**config.mk**
```make
export PLATFORM = sky130hd
export DESIGN_NAME = srrs_exec
export DESIGN_NICKNAME = d
export VERILOG_FILES = /design/src/srrs_pkg.sv /design/src/srrs_exec.sv
export SDC_FILE = /design/constraint.sdc
export NUM_CORES = 1
export LEC_CHECK = 0
export ABC_AREA = 1
export BUFFER_PORTS_ARGS = -buffer_cell sky130_fd_sc_hd__buf_2
export CAP_MARGIN = 25
export CORE_UTILIZATION = 44
export CTS_CLUSTER_SIZE = 28
export DETAILED_ROUTE_END_ITERATION = 6
export PLACE_DENSITY = 0.77
export SETUP_SLACK_MARGIN = 0.02
export SLEW_MARGIN = 10
export SYNTH_ARGS = -nofsm -noshare
export SYNTH_HDL_FRONTEND = slang
export SYNTH_SLANG_ARGS = --single-unit
```
**constraint.sdc**
```tcl
create_clock -name sys_clk -period 1.5 [get_ports sys_clk]
set_input_delay 0.075 -clock sys_clk [delete_from_list [all_inputs] [get_ports sys_clk]]
set_output_delay 0.075 -clock sys_clk [all_outputs]
set_load 0.05 [all_outputs]
```
**src/srrs_pkg.sv**
```systemverilog
`default_nettype none
package srrs_pkg;
    localparam int DATA_W = 8;
    localparam int ADDR_W = 7;
    localparam int PROG_CNT_W = 13;
    localparam logic [13:0] RETURN_CODE = 14'h0008;
    localparam logic [5:0] ROT_PREFIX = 6'h0c;
    localparam logic [4:0] SUBL_PREFIX = 5'h1e;
    localparam int DEST_BIT = 7;
    localparam int RETURN_CYCLES = 2;
    localparam logic [PROG_CNT_W-1:0] PROG_CNT_RESET = 13'h0000;
endpackage
`default_nettype wire
```
**src/srrs_exec.sv**
```systemverilog
`default_nettype none
// Overview of operation
// RL1: return 0x0008 loads counter from popped stack top, flags untouched, two cycles.
// RL2: rotate right: carry into bit 7, bit 0 into carry, one cycle.
// RL3: rotate destination bit 0 writes accumulator, 1 writes file register 0..127.
// RL4: literal-subtract computes literal minus accumulator, two's complement, one cycle.
// RL5: literal-subtract writes accumulator, updates carry, digit-carry, zero; no file write.
// RL6: carry set to 1 when difference is positive (inverted borrow).
// RL7: carry cleared when accumulator exceeds literal, set when result zero.
// RL8: zero flag when result is zero; digit-carry when no low-nibble borrow.
module srrs_exec (
    input wire logic sys_clk,
    input wire logic srst,
    input wire logic instrValid,
    input wire logic [13:0] instrWord,
    input wire logic [7:0] accIn,
    input wire logic [7:0] fileRdData,
    input wire logic carryIn,
    input wire logic [12:0] stackTopEntry,
    output logic busy,
    output logic [6:0] fileAddr,
    output logic stackPop,
    output logic pcLoad,
    output logic [12:0] programCounter,
    output logic accWrite,
    output logic [7:0] accData,
    output logic fileWrite,
    output logic [7:0] fileWrData,
    output logic flagWrite,
    output logic carryFlag,
    output logic digitCarryFlag,
    output logic zeroFlag
);
    typedef enum logic [0:0] {SRRS_IDLE = 1'b0, SRRS_RETWAIT = 1'b1} srrs_state_type;
    typedef struct packed {
        srrs_state_type st;
        logic busy;
        logic stackPop;
        logic pcLoad;
        logic [12:0] progCnt;
        logic [6:0] fileAddr;
        logic accWrite;
        logic [7:0] accData;
        logic fileWrite;
        logic [7:0] fileWrData;
        logic flagWrite;
        logic carry;
        logic dcarry;
        logic zero;
    } srrs_regs_type;
    srrs_regs_type state_ff, nxt_state;
    logic [8:0] diff;
    logic [4:0] lowDiff;
    logic [7:0] rotated;
    logic isRet, isRot, isSub;
    always_comb
    begin
        isRet = instrValid && instrWord == srrs_pkg::RETURN_CODE;
        isRot = instrValid && instrWord[13:8] == srrs_pkg::ROT_PREFIX;
        isSub = instrValid && instrWord[13:9] == srrs_pkg::SUBL_PREFIX;
        // RL4 literal minus accumulator
        diff = {1'b0, instrWord[7:0]} - {1'b0, accIn};
        lowDiff = {1'b0, instrWord[3:0]} - {1'b0, accIn[3:0]};
        // RL2 rotate through carry
        rotated = {carryIn, fileRdData[7:1]};
        nxt_state = state_ff;
        nxt_state.stackPop = 1'b0;
        nxt_state.pcLoad = 1'b0;
        nxt_state.accWrite = 1'b0;
        nxt_state.fileWrite = 1'b0;
        nxt_state.flagWrite = 1'b0;
        case (state_ff.st)
            SRRS_IDLE:
            begin
                nxt_state.busy = 1'b0;
                if (isRet)
                begin
                    // RL1 pop and load counter, no flags
                    nxt_state.stackPop = 1'b1;
                    nxt_state.pcLoad = 1'b1;
                    nxt_state.progCnt = stackTopEntry;
                    nxt_state.busy = 1'b1;
                    nxt_state.st = SRRS_RETWAIT;
                end
                else if (isRot)
                begin
                    // RL3 destination select
                    nxt_state.accWrite = !instrWord[srrs_pkg::DEST_BIT];
                    nxt_state.fileWrite = instrWord[srrs_pkg::DEST_BIT];
                    nxt_state.accData = rotated;
                    nxt_state.fileWrData = rotated;
                    nxt_state.flagWrite = 1'b1;
                    nxt_state.carry = fileRdData[0];
                    // address goes out with the write as the file target; fetch already presented the read data
                    nxt_state.fileAddr = instrWord[6:0];
                end
                else if (isSub)
                begin
                    // RL5 accumulator only
                    nxt_state.accWrite = 1'b1;
                    nxt_state.accData = diff[7:0];
                    nxt_state.flagWrite = 1'b1;
                    // RL6 RL7 carry is inverted borrow
                    nxt_state.carry = !diff[8];
                    // RL8 zero and digit-carry
                    nxt_state.zero = diff[7:0] == 8'h00;
                    nxt_state.dcarry = !lowDiff[4];
                end
            end
            SRRS_RETWAIT:
            begin
                // second cycle of return is a bubble
                nxt_state.busy = 1'b0;
                nxt_state.st = SRRS_IDLE;
            end
            default:
            begin
                nxt_state.st = SRRS_IDLE;
                nxt_state.busy = 1'b0;
            end
        endcase
        if (srst)
        begin
            nxt_state = '0;
            nxt_state.progCnt = srrs_pkg::PROG_CNT_RESET;
        end
    end
    always_ff @(posedge sys_clk)
    begin
        state_ff <= nxt_state;
    end
    assign busy = state_ff.busy;
    assign fileAddr = state_ff.fileAddr;
    assign stackPop = state_ff.stackPop;
    assign pcLoad = state_ff.pcLoad;
    assign programCounter = state_ff.progCnt;
    assign accWrite = state_ff.accWrite;
    assign accData = state_ff.accData;
    assign fileWrite = state_ff.fileWrite;
    assign fileWrData = state_ff.fileWrData;
    assign flagWrite = state_ff.flagWrite;
    assign carryFlag = state_ff.carry;
    assign digitCarryFlag = state_ff.dcarry;
    assign zeroFlag = state_ff.zero;

    // RL1 two-cycle return
    a_ret_two_cycle: assert property (@(posedge sys_clk) disable iff (srst) // RL1
        (isRet && state_ff.st == SRRS_IDLE) |=> busy && pcLoad && programCounter == $past(stackTopEntry) ##1 !busy)
        else $error("return not two cycles");

    // RL1 no writes on return
    a_ret_no_flags: assert property (@(posedge sys_clk) disable iff (srst) // RL1
        pcLoad |-> !flagWrite && !accWrite && !fileWrite)
        else $error("return touched flags");

    // RL1 flags hold on return
    a_ret_flags_hold: assert property (@(posedge sys_clk) disable iff (srst) // RL1
        pcLoad |-> $stable(carryFlag) && $stable(digitCarryFlag) && $stable(zeroFlag) && $stable(accData))
        else $error("return changed flags or accumulator");

    // RL1 single stack pop
    a_ret_pop_once: assert property (@(posedge sys_clk) disable iff (srst) // RL1
        stackPop |=> !stackPop && !pcLoad)
        else $error("stack popped twice");

    // RL1 second cycle ignored
    a_ret_bubble: assert property (@(posedge sys_clk) disable iff (srst) // RL1
        (state_ff.st == SRRS_RETWAIT) |=> !accWrite && !fileWrite && !flagWrite && !pcLoad)
        else $error("instruction taken in return bubble");

    // RL2 rotate through carry
    a_rotate_value: assert property (@(posedge sys_clk) disable iff (srst) // RL2
        (isRot && state_ff.st == SRRS_IDLE) |=> accData == {$past(carryIn), $past(fileRdData[7:1])}
        && carryFlag == $past(fileRdData[0]))
        else $error("rotate wrong");

    // RL2 single cycle rotate
    a_rotate_one_cycle: assert property (@(posedge sys_clk) disable iff (srst) // RL2
        (isRot && state_ff.st == SRRS_IDLE) |=> flagWrite && !busy && !pcLoad)
        else $error("rotate not single cycle");

    // RL2 only carry changes
    a_rotate_keeps: assert property (@(posedge sys_clk) disable iff (srst) // RL2
        (isRot && state_ff.st == SRRS_IDLE) |=> digitCarryFlag == $past(digitCarryFlag)
        && zeroFlag == $past(zeroFlag))
        else $error("rotate changed other flags");

    // RL3 destination select
    a_rotate_dest: assert property (@(posedge sys_clk) disable iff (srst) // RL3
        (isRot && state_ff.st == SRRS_IDLE) |=> fileWrite == $past(instrWord[7]) && accWrite != fileWrite)
        else $error("rotate destination wrong");

    // RL3 file data and address
    a_rotate_data: assert property (@(posedge sys_clk) disable iff (srst) // RL3
        (isRot && state_ff.st == SRRS_IDLE) |=> fileWrData == accData && fileAddr == $past(instrWord[6:0]))
        else $error("rotate file data or address wrong");

    // RL4 literal minus accumulator
    a_sub_value: assert property (@(posedge sys_clk) disable iff (srst) // RL4
        (isSub && state_ff.st == SRRS_IDLE) |=> accWrite && accData == 8'($past(instrWord[7:0]) - $past(accIn)))
        else $error("subtract value wrong");

    // RL5 accumulator only
    a_sub_no_file: assert property (@(posedge sys_clk) disable iff (srst) // RL5
        (isSub && state_ff.st == SRRS_IDLE) |=> !fileWrite && flagWrite)
        else $error("subtract wrote file");

    // RL6 carry when positive
    a_sub_carry_pos: assert property (@(posedge sys_clk) disable iff (srst) // RL6
        (isSub && state_ff.st == SRRS_IDLE && instrWord[7:0] >= accIn) |=> carryFlag)
        else $error("carry not set");

    // RL7 borrow clears carry
    a_sub_carry_neg: assert property (@(posedge sys_clk) disable iff (srst) // RL7
        (isSub && state_ff.st == SRRS_IDLE && accIn > instrWord[7:0]) |=> !carryFlag)
        else $error("carry not cleared");

    // RL8 zero and digit-carry
    a_sub_zero_digit: assert property (@(posedge sys_clk) disable iff (srst) // RL8
        (isSub && state_ff.st == SRRS_IDLE) |=> zeroFlag == ($past(instrWord[7:0]) == $past(accIn))
        && digitCarryFlag == ($past(instrWord[3:0]) >= $past(accIn[3:0])))
        else $error("zero or digit carry wrong");
endmodule
`default_nettype wire

```
## Word-level counts from Yosys, hierarchy flattened

Index checks and enable logic that the tools add are counted.

- Register bits: 46
- Input port bits: 47
- Logic and storage cells: 43

- Add/sub/neg operators: 2
- Equality and inequality tests: 3
- Multiplexer cells: 6
- Bitwise gates (word level): 3
- Reduce and logical (&&, ||, !) cells: 15

Operators by type and width:

| cell | number |
|---|---|
| 2-to-1 mux 9 bit | 2 |
| 2-to-1 mux 17 bit | 1 |
| == test 14 x 4 -> 1 bit, second input constant | 1 |
| subtractor 8 x 8 -> 9 bit | 1 |
| zero test 8 bit | 1 |
| == test 6 x 4 -> 1 bit, second input constant | 1 |
| AND reduction 3 bit | 2 |
| == test 5 bit, second input constant | 1 |
| subtractor 4 x 4 -> 5 bit | 1 |
| 2-to-1 mux 4 bit | 1 |
| case mux 2 bit (2 select lines) | 1 |
| AND reduction 4 bit | 1 |
| OR reduction 4 bit | 1 |
| logical AND 1 bit | 3 |
| zero test 1 bit | 3 |
| NOT 1 bit | 3 |
| OR reduction 3 bit | 1 |
| 2-to-1 mux 2 bit | 1 |
| AND reduction 2 bit | 1 |
| nonzero test 2 bit | 1 |
| OR reduction 2 bit | 1 |

## Logic depth before layout (Yosys ltp)

- Depth in word-level cells: 4
- Mapped depth: 13

## Least setup slack after synthesis

OpenSTA, ideal clock, no wires.

- Path type: reg-to-reg
- Start point: register state_ff[45] (netlist name)
- End point: register state_ff (netlist bit programCounter[10])
- Setup time: 0.081 ns
- Arrival: 1.392 ns
- Setup slack: 0.027 ns
- Stages on the path, launching flop included: 6
- Buffers on the path: 1
- Clock period less this slack: 1.473 ns
- Cell sequence: dfxtp_1 inv_1 nand3_4 buf_6 nor2_1 a211oi_2

- Cells in the longest elaborated chain, start to end: 2

Ends and longest elaborated chain:

| what | line | source |
|---|---|---|
| from (decl) | srrs_exec.sv:51 | `srrs_regs_type state_ff, nxt_state;` |
| from (signal assigned) | srrs_exec.sv:130 | `state_ff <= nxt_state;` |
| NOT 1 bit (no line) | n/a |  |
| AND reduction 2 bit (no line) | n/a |  |

Every way passes these cells.
A chain may end at the register's enable or synchronous reset.

## Worst setup path in the final report

- Start point: input port instrWord[0]
- End point: register state_ff (netlist bit zeroFlag)

- Cells in the longest elaborated chain, start to end: 4

Ends and longest elaborated chain:

| what | line | source |
|---|---|---|
| from (decl) | srrs_exec.sv:15 | `input wire logic [13:0] instrWord,` |
| branches (longest 4 deep; another with subtractor 8 x 8 -> 9 bit) | n/a |  |

Parallel ways; which one is timed is not known.

==> flow_summary.toml <==
[synthesis]
synth_edf_count = 0
synth_seq_cells = 43
ys_types = 30
yosys.area.top_type_share = 0.374
synth_nets = 362
synth.avg_cell_area_um2 = 7.54
postSynth.asyncResetShare = 0
yosysTopAreaCell = "dfxtp_1"
yosysWarnings = 0
ys_seq_area_frac = 0.374
synth.top_cells.by_count = "nand2_1 (70), inv_1 (46), dfxtp_1 (43), a21oi_1 (31), nor2_1 (31)"
yosysMostFrequentCell = "nand2_1"
synth-main-ff-cell = "dfxtp_1"
ys_top_cells_by_area = "dfxtp_1 (37%), nand2_1 (11%), inv_1 (7.5%)"
synthCells = 305
synth_area_um2 = 2300

[critical_path]
path_cells = "buf_2, inv_1, ha_1, inv_1, fa_2, nand2_1, nand2_1, nand3b_1, nand2_1, nand2_1, nand2_1, nor2_1, nand3_1, a21oi_2"
cp_max_fo = 3
reg2reg_depth = 4
max_stage_delay_ps = 350
startpoint_type = "primary input"
arrival_ps = 1550
r2r_end = "programCounter[1]"
cpLargestDelayFamily = "simple AND/OR/NAND/NOR gates"
worst_path_max_delay_cell = "fa_2"
critPathBufInv = 3
critPathLaunch = "instrWord[0]"
reg2reg_from = "state_ff[45]"
cp.required_ps = 1730
worst_path_most_repeated_cell = "nand2_1"
end_kind = "flip-flop"
crit_type = "primary input to flip-flop"
r2r_slack_ps = 200

[timing]
setup_tns_ps = 0
hold_viol_final = 0
drv_slew = 0
skew_ps = 5.40
rsz0062_at_grt = "no"
fin_crit_sh = 0.881
slew_headroom = 0.760
fin_ws_ps = 179
finalCriticalPeriod_ps = 1320
worst_pin_slew_ps = 360
setup_viol = 0
fmax_mhz = 757

[placement]
dp_slack_ps = -167
dpl.hpwl_um = 4390
io_buffers = 91
gp_congestion = 0.920

[pwr]
intPower_mw = 1.77
clockPowerShare = 0.368
comb_power_share = 0.144
p_sw_mw = 0.584
vdd_drop_max_mv = 0.524
seq_power_share = 0.488
p_sw_frac = 0.248
total_leakage_power_nw = 1.45
power_density_nw_per_um2 = 802

[global_route]
grt_max_degree = 28
antenna_found_initial = 0
first_global_vias = 1875
grt_use_total = 0.207
grt_pass1_wl_um = 8580
gr-total-overflow = 0

[floorplanning]
rows = 25
dieArea_um2 = 5520
ioPinCount = 92
die_x_um = 74.3
die_y_um = 74.3
core_area_um2 = 4880
start_util = 0.471

[clock_network]
cts_sinks = 43
cts.htree.levels = 2
postCtsSetupBuffers = 0
cts-root-buf = "clkbuf_8"
max-clock-path-buffers = 2
cts_tree = "built"
clkTransAtPathRegs_ps = 80
numCtsBuffers = 5
clock_latency_ps = 290

[detailed_routing]
num_vias = 2197
drt_iter0_markers = 121
drc = 0
drtPass1Iterations = 4
routed_wl_um = 5630
wl_per_cell_um = 12.0
via_per_inst = 4.68
ant_nets = 0
wl_met3_um = 293
top_layer = "met4"
wl_met1_um = 2540
wl_met2_um = 2690

[hold_path]
hold_path_depth = 3
hold_class = "primary input to flip-flop"
hold_start = "instrWord[4]"
min_to = "fileAddr[4]"

[run]
cap_viol_max_count = 0

[final_layout]
diodes = 0
syn2layout_area_growth_pct = 27.5
final_net_count = 459
drive_gt1_frac = 0.343
fillers = 489
utilization = 0.601

[run_status]
status = "completed"
## per-layer routing
layer	GRT usage	up-vias
li1	-	1158
met3	0.0352	8
met5	0	-
met2	0.334	72
met4	0.0964	0
met1	0.271	959
## worst max-delay path by stage
| stage | end | cells after the start |
|---|---|---|
| floorplan | programCounter[10] | 5 |
| global placement | zeroFlag | 14 |
| detailed placement | zeroFlag | 14 |
| CTS | zeroFlag | 14 |
| global route | zeroFlag | 14 |
| finish | zeroFlag | 14 |
## metrics by stage
stage	cell area [µm²]	hold slack [ps]	instances	power [mW]
after CTS	2920	3.24	468	2.37
final	2930	49.4	469	2.35
after global placement	2810	317	461	1.50
after detailed placement	2810	321	461	1.51
after floorplan	2300	166	305	1.38
after global routing	2930	41.9	469	2.47
## sequential cells by signal (all words and copies together), names as in the netlist, 7 cells and up
| register | cells |
|---|---|
| accData | 8 |
| fileAddr | 7 |
| fileWrData | 8 |
| programCounter | 13 |
## logic make-up (layout without fill, tap and decap cells)
logic type	after synthesis	after routing	synth area share
AOI/OAI and AO/OA	60	60	0.178
xor gates and xnor gates	2	2	0.00762
adders and majority gates	10	10	0.0577
and+or+nand+nor	131	131	0.262
buffers and inverters	59	156	0.121
DFF	43	43	0.374
## worst register-to-register path, cell delays in order, from the launching register on
cell      delay [ps]
dfxtp_1          480
inv_1            160
nand3_4          320
nor2_1            90
a211oi_2         160
## cells in the final DEF, fill, tap and decap left out
cell	n
nand2_4	1
nand3_4	1
inv_6	1
nor4_1	1
ha_1	9
dfxtp_1	43
nand2_2	3
clkbuf_8	5
xor2_1	2
nor2_1	31
o21ai_1	2
a211oi_2	13
clkbuf_1	1
inv_2	1
dlygate4sd3_1	1
o21ai_0	11
fa_2	1
nor2_4	5
buf_4	9
a21oi_1	30
a21oi_2	3
nand3_1	13
buf_2	91
nor2_2	1
nand3b_1	2
inv_1	46
nand2_1	70
nand3_2	2
a22o_1	1
bufinv_16	1
or2_1	1
## timing repair
action,4_1_cts,5_1_grt
endpoints found under the hold margin,0,1
endpoints found under the setup margin,0,1
resized for setup,0,2
hold buffers,0,1
## cell type report
cell class | count | area, µm² | area share
inverter | 48 | 185 | 0.0631
timing repair buffer | 101 | 533 | 0.182
multi-input combinational | 203 | 1170 | 0.398
clock buffer | 6 | 72.6 | 0.0247
tap | 67 | 83.8 | 0.0286
clock inverter | 1 | 30.0 | 0.0102
sequential | 43 | 861 | 0.294
## power groups by stage
stage	Sequential [mW]	Combinational [mW]	Clock, mW
2_1_floorplan	1.20	0.181	0
3_3_place_gp	1.18	0.329	0
3_5_place_dp	1.18	0.333	0
4_1_cts	1.15	0.334	0.890
5_1_grt	1.15	0.381	0.943
6_report	1.15	0.338	0.866
(Power assumes the default switching activity.)
